## config.mk

```make
export PLATFORM = sky130hd
export DESIGN_NAME = ict_ide_timing
export DESIGN_NICKNAME = d
export VERILOG_FILES = /design/src/verilog/ict_pkg.sv /design/src/verilog/ict_ide_timing.sv /design/src/verilog/ict_channel.sv
export SDC_FILE = /design/constraint.sdc
export NUM_CORES = 1
export LEC_CHECK = 0
export ABC_CLOCK_PERIOD_IN_PS = 3900
export BUFFER_PORTS_ARGS = -buffer_cell sky130_fd_sc_hd__buf_2
export CORE_ASPECT_RATIO = 1.75
export CORE_UTILIZATION = 32
export CTS_CLUSTER_DIAMETER = 100
export DETAILED_ROUTE_END_ITERATION = 16
export HOLD_SLACK_MARGIN = 0.12
export PLACE_DENSITY = 0.6
export SYNTH_ARGS = -nofsm -noshare
export SYNTH_HDL_FRONTEND = slang
export SYNTH_SLANG_ARGS = --single-unit
```

## constraint.sdc

```tcl
create_clock -name REF_CLK -period 3.9 [get_ports REF_CLK]
set_clock_uncertainty 0.1 [all_clocks]
set_input_delay 0.195 -clock REF_CLK [delete_from_list [all_inputs] [get_ports REF_CLK]]
set_output_delay 0.195 -clock REF_CLK [all_outputs]
set_load 0.01 [all_outputs]
```

## src/verilog/ict_pkg.sv

```systemverilog
// Package: constants and types of the IDE channel timing control block
package ict_pkg;

  // ****************************************************
  // Register map
  // ****************************************************
  localparam logic [7:0]  ICT_OFS_TIM_PRI  = 8'h40;   // Primary cable word
  localparam logic [7:0]  ICT_OFS_TIM_SEC  = 8'h42;   // Secondary cable word
  localparam logic [15:0] ICT_TIM_RESET    = 16'h0000;
  localparam logic [15:0] ICT_TIM_WMASK    = 16'hf3ff; // Bits 11:10 held 0

  // ****************************************************
  // Field positions of a channel timing word
  // ****************************************************
  localparam int ICT_POS_DECODE_EN   = 15;
  localparam int ICT_POS_SLAVE_TIM   = 14;
  localparam int ICT_POS_SAMPLE_PT   = 12;
  localparam int ICT_POS_RECOVERY    = 8;
  localparam int ICT_POS_DRV1        = 4;
  localparam int ICT_POS_DRV0        = 0;

  // ****************************************************
  // ATA block addresses and ports
  // ****************************************************
  localparam logic [15:0] ICT_CMD_BASE_PRI = 16'h01f0;
  localparam logic [15:0] ICT_CTL_BASE_PRI = 16'h03f6;
  localparam logic [15:0] ICT_CMD_BASE_SEC = 16'h0170;
  localparam logic [15:0] ICT_CTL_BASE_SEC = 16'h0376;
  localparam logic [2:0]  ICT_PORT_DATA    = 3'h0;
  localparam logic [2:0]  ICT_PORT_DRVHEAD = 3'h6;
  localparam int          ICT_DRV_SEL_BIT  = 4;

  // ****************************************************
  // Timing counts in clocks
  // ****************************************************
  localparam logic [2:0]  ICT_SAMPLE_MAX   = 3'h5;   // Code 00 = 5 clocks
  localparam logic [2:0]  ICT_RECOVER_MAX  = 3'h4;   // Code 00 = 4 clocks

  // ****************************************************
  // Types
  // ****************************************************
  typedef struct packed {
    logic       decode_en;
    logic       slave_timing_enable;
    logic [1:0] ready_sample_point;
    logic [1:0] reserved;
    logic [1:0] recovery_time;
    logic       dma_only_fast_d1;
    logic       prefetch_post_d1;
    logic       ready_sample_en_d1;
    logic       fast_bank_d1;
    logic       dma_only_fast_d0;
    logic       prefetch_post_d0;
    logic       ready_sample_en_d0;
    logic       fast_bank_d0;
  } ict_chan_timing_s;

  typedef struct packed {
    logic [1:0] ready_sample_point;
    logic [1:0] recovery_time;
  } ict_slave_timing_s;

  typedef struct packed {
    logic        sel;
    logic        wr;
    logic        rd;
    logic [7:0]  addr;
    logic [3:0]  be;
    logic [31:0] wdata;
  } ict_cfg_req_s;

  typedef struct packed {
    logic        req;
    logic [15:0] addr;
    logic        wr;
    logic        dma;
    logic [7:0]  wdata;
  } ict_io_req_s;

  typedef struct packed {
    logic [2:0] sample_clks;
    logic [2:0] recover_clks;
    logic       fast;
    logic       wide;
    logic       prefetch;
    logic       sample_rdy;
  } ict_timing_s;

  typedef enum logic [1:0] {
    ICT_ST_IDLE    = 2'b00,
    ICT_ST_STROBE  = 2'b01,
    ICT_ST_RECOVER = 2'b10
  } ict_state_e;

  typedef struct packed {
    logic drv_sel;
  } ict_chan_state_s;

  typedef struct packed {
    ict_chan_timing_s pri;
    ict_chan_timing_s sec;
    logic [31:0]      rdata;
    ict_state_e       st;
    logic [2:0]       cnt;
    ict_timing_s      tm;
    logic             chan;
    logic             strobe;
    logic             done;
    logic             rdy_meta;
    logic             rdy_sync;
  } ict_top_state_s;

  // ****************************************************
  // Functions
  // ****************************************************
  // Sample point code to clocks
  function automatic logic [2:0] ict_sample_clks(input logic [1:0] code);
    ict_sample_clks = ICT_SAMPLE_MAX - {1'b0, code};
  endfunction

  // Recovery code to clocks
  function automatic logic [2:0] ict_recover_clks(input logic [1:0] code);
    ict_recover_clks = ICT_RECOVER_MAX - {1'b0, code};
  endfunction

  // Byte-lane merge of a timing word, reserved bits forced low
  function automatic logic [15:0] ict_merge16(input logic [15:0] old,
                                              input logic [15:0] wd,
                                              input logic [1:0]  be);
    logic [15:0] m;
    m = old;
    if (be[0]) begin
      m[7:0] = wd[7:0];
    end
    if (be[1]) begin
      m[15:8] = wd[15:8];
    end
    ict_merge16 = m & ICT_TIM_WMASK;
  endfunction

endpackage

```

## src/verilog/ict_ide_timing.sv

```systemverilog
// Module: top of the IDE channel timing control block
`timescale 1ns/100ps
`default_nettype none
// Operation
// - Two 16-bit timing words, primary and secondary, both reset to zero.
// - Decode enable set: claim the channel's ATA blocks and run them.
// - Decode enable clear: do not claim; flag the access subtractive.
// - Slave timing enable set: drive 1 takes counts from slave inputs.
// - Slave timing enable clear: this word's counts serve both drives.
// - Sample point code 00..11 gives 5,4,3,2 clocks to first ready sample.
// - Recovery code 00..11 gives 4,3,2,1 clocks before the next strobe.
// - Drive 1 DMA-only bit: fast timing for DMA only, PIO stays compatible.
// - Drive 1 prefetch bit enables prefetch and posting on the data port.
// - Drive 1 ready enable clear: internal ready forced asserted.
// - Shadow drive bit picks the drive whose ready enable applies.
// - Fast bank bit: data port uses fast path; others 8-bit compatible.
// - Drive 0 has the same four controls in bits 3:0.
module ict_ide_timing (
  input  wire logic                 REF_CLK,
  input  wire logic                 RST_N,
  input  wire ict_pkg::ict_cfg_req_s CFG,
  output logic [31:0]               CFG_RDATA,
  input  wire ict_pkg::ict_slave_timing_s SLAVE_PRI,
  input  wire ict_pkg::ict_slave_timing_s SLAVE_SEC,
  input  wire ict_pkg::ict_io_req_s  IO,
  output logic                      IO_READY,
  output logic                      IO_CLAIM,
  output logic                      IO_SUBTRACTIVE,
  output logic                      IO_SECONDARY,
  output ict_pkg::ict_timing_s      IO_TIMING,
  output logic                      IO_STROBE_N,
  output logic                      IO_DONE,
  input  wire logic                 IORDY
);
  import ict_pkg::*;

  ict_top_state_s s;
  ict_top_state_s next_s;
  logic           cfg_hit;
  logic           claim_pri;
  logic           claim_sec;
  logic           sub_pri;
  logic           sub_sec;
  logic           take_pri;
  logic           take_sec;
  logic           rdy_eff;
  ict_timing_s    tm_pri;
  ict_timing_s    tm_sec;

  // ****************************************************
  // Channel decoders
  // ****************************************************
  ict_channel #(
    .CMD_BASE (ICT_CMD_BASE_PRI),
    .CTL_BASE (ICT_CTL_BASE_PRI)
  ) u_pri (
    .clk      (REF_CLK),
    .rst_n    (RST_N),
    .cfg      (s.pri),
    .slave    (SLAVE_PRI),
    .io       (IO),
    .take     (take_pri),
    .claim    (claim_pri),
    .subtract (sub_pri),
    .timing   (tm_pri)
  );

  ict_channel #(
    .CMD_BASE (ICT_CMD_BASE_SEC),
    .CTL_BASE (ICT_CTL_BASE_SEC)
  ) u_sec (
    .clk      (REF_CLK),
    .rst_n    (RST_N),
    .cfg      (s.sec),
    .slave    (SLAVE_SEC),
    .io       (IO),
    .take     (take_sec),
    .claim    (claim_sec),
    .subtract (sub_sec),
    .timing   (tm_sec)
  );

  // ****************************************************
  // Handshake and outputs
  // ****************************************************
  // Requests taken only while the engine is idle
  assign IO_READY       = (s.st == ICT_ST_IDLE);
  assign IO_CLAIM       = claim_pri | claim_sec;
  assign IO_SUBTRACTIVE = sub_pri | sub_sec;
  assign take_pri       = IO.req & IO_READY & claim_pri;
  assign take_sec       = IO.req & IO_READY & claim_sec;
  assign cfg_hit        = CFG.sel &&
                          (CFG.addr[7:2] == ICT_OFS_TIM_PRI[7:2]);

  // Registered outputs
  assign CFG_RDATA    = s.rdata;
  assign IO_SECONDARY = s.chan;
  assign IO_TIMING    = s.tm;
  assign IO_STROBE_N  = ~s.strobe;
  assign IO_DONE      = s.done;

  // Ready seen asserted when sampling is off for the drive
  assign rdy_eff = ~s.tm.sample_rdy | s.rdy_sync;

  // ****************************************************
  // Next state
  // ****************************************************
  always_comb begin
    next_s          = s;
    next_s.done     = 1'b0;
    next_s.rdy_meta = IORDY;
    next_s.rdy_sync = s.rdy_meta;

    // Config writes per byte lane, reserved bits dropped
    if (cfg_hit && CFG.wr) begin
      next_s.pri = ict_merge16(s.pri, CFG.wdata[15:0],
                               CFG.be[1:0]);
      next_s.sec = ict_merge16(s.sec, CFG.wdata[31:16],
                               CFG.be[3:2]);
    end

    // Config reads, zero outside the timing words
    if (CFG.sel && CFG.rd) begin
      next_s.rdata = cfg_hit ? {s.sec, s.pri} : 32'h00000000;
    end

    // Strobe engine
    case (s.st)
      ICT_ST_IDLE: begin
        if (take_pri || take_sec) begin
          next_s.chan   = take_sec;
          next_s.tm     = take_sec ? tm_sec : tm_pri;
          next_s.cnt    = take_sec ? tm_sec.sample_clks :
                                     tm_pri.sample_clks;
          next_s.strobe = 1'b1;
          next_s.st     = ICT_ST_STROBE;
        end
      end
      ICT_ST_STROBE: begin
        if (s.cnt > 3'h1) begin
          next_s.cnt = s.cnt - 3'h1;
        end else if (rdy_eff) begin
          // Last sample point: end strobe, start recovery
          next_s.strobe = 1'b0;
          next_s.done   = 1'b1;
          next_s.cnt    = s.tm.recover_clks;
          next_s.st     = ICT_ST_RECOVER;
        end
      end
      ICT_ST_RECOVER: begin
        if (s.cnt > 3'h1) begin
          next_s.cnt = s.cnt - 3'h1;
        end else begin
          next_s.st = ICT_ST_IDLE;
        end
      end
      default: begin
        next_s.st     = ICT_ST_IDLE;
        next_s.strobe = 1'b0;
      end
    endcase
  end

  // ****************************************************
  // State register
  // ****************************************************
  always_ff @(posedge REF_CLK or negedge RST_N) begin
    if (!RST_N) begin
      s     <= '0;
      s.pri <= ICT_TIM_RESET;
      s.sec <= ICT_TIM_RESET;
    end else begin
      s <= next_s;
    end
  end

endmodule
`default_nettype wire

```

## src/verilog/ict_channel.sv

```systemverilog
// Module: per-cable decode, drive tracking and timing resolution
`timescale 1ns/100ps
`default_nettype none
module ict_channel #(
  parameter logic [15:0] CMD_BASE = 16'h01f0,
  parameter logic [15:0] CTL_BASE = 16'h03f6
) (
  input  wire logic              clk,
  input  wire logic              rst_n,
  input  wire ict_pkg::ict_chan_timing_s  cfg,
  input  wire ict_pkg::ict_slave_timing_s slave,
  input  wire ict_pkg::ict_io_req_s       io,
  input  wire logic              take,
  output logic                   claim,
  output logic                   subtract,
  output ict_pkg::ict_timing_s   timing
);
  import ict_pkg::*;

  ict_chan_state_s s;
  ict_chan_state_s next_s;
  logic            cmd_hit;
  logic            ctl_hit;
  logic            data_port;
  logic            d1;
  logic            use_slave;
  logic            fast_bank;
  logic            dma_only;

  // ****************************************************
  // Address decode
  // ****************************************************
  // Command block of eight ports, control block of two
  assign cmd_hit   = io.addr[15:3] == CMD_BASE[15:3];
  assign ctl_hit   = io.addr[15:1] == CTL_BASE[15:1];
  assign data_port = cmd_hit && (io.addr[2:0] == ICT_PORT_DATA);
  assign claim     = (cmd_hit | ctl_hit) & cfg.decode_en;
  assign subtract  = (cmd_hit | ctl_hit) & ~cfg.decode_en;

  // ****************************************************
  // Timing resolution for the selected drive
  // ****************************************************
  // Drive 1 is the slave, drive 0 the master
  assign d1        = s.drv_sel;
  assign use_slave = cfg.slave_timing_enable & d1;
  assign fast_bank = d1 ? cfg.fast_bank_d1 : cfg.fast_bank_d0;
  assign dma_only  = d1 ? cfg.dma_only_fast_d1 : cfg.dma_only_fast_d0;

  // Counts, path width, prefetch and ready sampling
  always_comb begin
    timing.sample_clks  = use_slave ?
      ict_sample_clks(slave.ready_sample_point) :
      ict_sample_clks(cfg.ready_sample_point);
    timing.recover_clks = use_slave ?
      ict_recover_clks(slave.recovery_time) :
      ict_recover_clks(cfg.recovery_time);
    timing.fast = fast_bank &&
      ((io.dma && data_port) || (data_port && !dma_only));
    timing.wide = data_port;
    timing.prefetch = data_port &&
      (d1 ? cfg.prefetch_post_d1 : cfg.prefetch_post_d0);
    timing.sample_rdy = d1 ? cfg.ready_sample_en_d1 :
                             cfg.ready_sample_en_d0;
  end

  // ****************************************************
  // Drive select shadow
  // ****************************************************
  // Copy of drive bit on writes to the drive/head port
  always_comb begin
    next_s = s;
    if (take && io.wr && cmd_hit &&
        (io.addr[2:0] == ICT_PORT_DRVHEAD)) begin
      next_s.drv_sel = io.wdata[ICT_DRV_SEL_BIT];
    end
  end

  // State register
  always_ff @(posedge clk or negedge rst_n) begin
    if (!rst_n) begin
      s <= '0;
    end else begin
      s <= next_s;
    end
  end

endmodule
`default_nettype wire

```

==> flow_summary.toml <==
[setup_path]
cp-end-kind = "register"
slowest_stage = "or3_1"
required_ns = 4.01
critPathTopFamily = "simple AND/OR/NAND/NOR gates"
path_max_fanout = 5
cp_num_buf_inv = 1
cp.arrival_ns = 2.71
crit_top_cell = "ha_1"
critPathLaunchType = "register"
crit_type = "reg -> reg"
max_stage_delay_ns = 0.48
path_cells = "inv_1, ha_1, nand4_1, or3_1, mux2_4, ha_1, mux2_1"

[layout]
diodes = 0
layout.nets = 544
area_growth_pct = 25.7
drive_above_1_share_pct = 38.0
final_util_pct = 41.6

[clock_network]
cts_made_buffers = 9
worstSkewPairLatency_ns = 0.33
cts_max_level = 3
cts_resized = 0
cts_tree = "built"
cts.sinks = 78
clk_path_buf_depth = 2
cts_root_buf = "clkbuf_16"
path_clk_slew_ns = 0.06

[yosys]
synth_top_area_share_pct = 50.3
async_reset_ff_share_pct = 100
synthTopCellsByArea = "dfrtp_1, mux2_2, buf_4"
avgSynthCellArea_um2 = 11.4
synth_edf_count = 0
yosysSeqAreaShare_pct = 50.3
synth_ff_type = "dfrtp_1"
synth_largest_area_cell = "dfrtp_1"
syn_inst = 341
ys_ff_latch = 78
synthDistinctLibCells = 51
yosysMostFrequentCell = "dfrtp_1"
synthTopCellsByCount = "dfrtp_1, buf_4, mux2_2"
synth_warnings = 0
syn_area_um2 = 3880

[drt]
vias = 2943
drc = 0
routed_wl_um = 10200
ant_nets = 0
dr.first_iter.drc_count = 130
drt-pass1-iter-count = 4
wl_per_cell_um = 17.2
via_per_inst = 4.99

[placed_design]
gp_congestion = 0.744
port_buffers = 115
dp_hpwl_um = 7420
place_ws_ns = 1.34

[power]
vdd_drop_max_mv = 0.230
switching_share_pct = 21.8
powerDensity_nw_per_um2 = 349
internal_power_mw = 1.33
p_sw_uw = 372
p_clk_share_pct = 43.5
pwr-share-seq_pct = 49.2
comb_power_share_pct = 7.3
leakagePower_nw = 2.56

[timing]
fmax_mhz = 385
min_period_ns = 2.60
drv_slew = 0
min_period_over_period_pct = 66.6
fin_tns_setup_ns = 0
fin_ws_ns = 1.30
tightest_slew_ns = 1.18
relSlewSlack_pct = 21.4
hold_viol_final = 0
finalSetupViolations = 0
rsz0062_at_grt = "no"

[grt]
grt_overflow_total = 0
grt_pass1_wl_um = 15900
grt_pass1_vias = 3081
grt_max_degree = 79
grt_usage_pct = 16.9
antenna_found_initial = 0

[job]
drv_cap = 0

[floorplanning]
dieHeight_um = 148
fp.coreArea_um2 = 11700
initial_utilization_pct = 33.1
die_x_um = 85.2
pin_count = 133
die_area_um2 = 12600
rows = 52

[run_status]
status = "completed"

[worst_hold_path]
hold_class = "in -> reg"
[registers in the layout, indices dropped and copies added (netlist names)]
name,flops
IO_TIMING,10
IO_DONE,1
u_pri.d1,1
next_s,1
u_sec.d1,1
s,35
CFG_RDATA,28
IO_SECONDARY,1
[what timing repair did]
item                                    in CTS  in global routing
hold buffers                                32                  0
endpoints found under the hold margin      110                  0
setup buffers                                0                  0
endpoints found under the setup margin       0                  0
[worst reg2reg max path, stage by stage, from the launching register on]
cell and delay, ns:
dfrtp_1 0.40, inv_1 0.12, ha_1 0.27, nand4_1 0.18, or3_1 0.48, mux2_4 0.35
ha_1 0.28, mux2_1 0.29
[layout by cell type, fill, tap and decap left out, types with 2 or more instances in the layout]
cell type | netlist | final
nand4_1 | 4 | 4
nor2_1 | 18 | 17
nand2_1 | 22 | 22
or3_1 | 3 | 3
nor2b_1 | 3 | 3
mux2_1 | 3 | 3
a22o_1 | 30 | 30
nor4_1 | 2 | 2
buf_4 | 42 | 3
clkinv_2 | 0 | 2
inv_1 | 11 | 11
mux2i_1 | 8 | 8
o21ai_0 | 9 | 9
nand2b_1 | 3 | 3
a21oi_1 | 9 | 9
dlygate4sd3_1 | 0 | 32
ha_1 | 7 | 7
dfrtp_1 | 78 | 78
o311a_1 | 2 | 2
nor3_1 | 2 | 2
and3_1 | 2 | 2
clkbuf_1 | 7 | 2
o211ai_1 | 3 | 3
o31ai_1 | 2 | 2
a21o_1 | 2 | 2
conb_1 | 1 | 4
mux2_2 | 34 | 34
nand3_1 | 6 | 6
clkbuf_16 | 0 | 9
nand3b_1 | 2 | 2
a31oi_1 | 2 | 2
buf_2 | 2 | 114
[path summary, 6_finish.rpt]
check | startpoint | endpoint | slack [ns] | cells after the start
max | s[18] | IO_TIMING[5] | 1.30 | 7
min reg2reg | next_s[0] | s[0] | 0.25 | 0
max reg2reg | s[18] | IO_TIMING[5] | 1.30 | 7
min in group asynchronous | RST_N | s[70] | 0.47 | 2
min | SLAVE_SEC[2] | IO_TIMING[7] | 0.17 | 4
max in group asynchronous | RST_N | IO_TIMING[8] | 2.55 | 2
[kinds of logic after synthesis]
kind of cell	Yosys count	share of synthesized area, %
compound gates	72	14.1
flops	78	50.3
mux	46	13.2
other cells	1	0.0967
buf+inv	63	10.2
simple gates	74	9.80
fa+ha+maj	7	2.26
[area by class of cell]
cell class | instances | area [µm²]
Multi-Input combinational cell | 203 | 1550
Tap cell | 135 | 169
Sequential cell | 78 | 1950
Timing Repair Buffer | 149 | 913
Clock inverter | 2 | 10.0
Fill cell | 1148 | 6830
Clock buffer | 12 | 246
Inverter | 11 | 41.3
[power groups by stage]
stage	Combinational, mW	Clock (mW)	Sequential, mW
floorplan	0.0387	0	0.847
finish	0.124	0.740	0.837
global route	0.138	0.803	0.839
CTS	0.126	0.761	0.837
detailed placement	0.100	0	0.852
global placement	0.0980	0	0.851
[metrics by stage]
step	area (µm²)	cells	hold WS, ns	power, mW
3_5_place_dp	4300	544	0.209	0.952
3_3_place_gp	4300	544	0.211	0.949
4_1_cts	4880	590	0.164	1.72
5_1_grt	4880	590	0.202	1.78
6_report	4880	590	0.171	1.70
2_1_floorplan	3890	344	-0.201	0.886
[per-layer routing]
metal / share of wire [%] / global-route usage [%] / vias up / wire [µm]
met5: 0 / 0 / - / 0
met4: 3.1 / 8.98 / 0 / 317
met3: 4.4 / 3.18 / 25 / 448
met2: 56 / 31.9 / 90 / 5730
met1: 36 / 17.2 / 1426 / 3680
li1: - / - / 1402 / -
(Power assumes the default switching activity.)
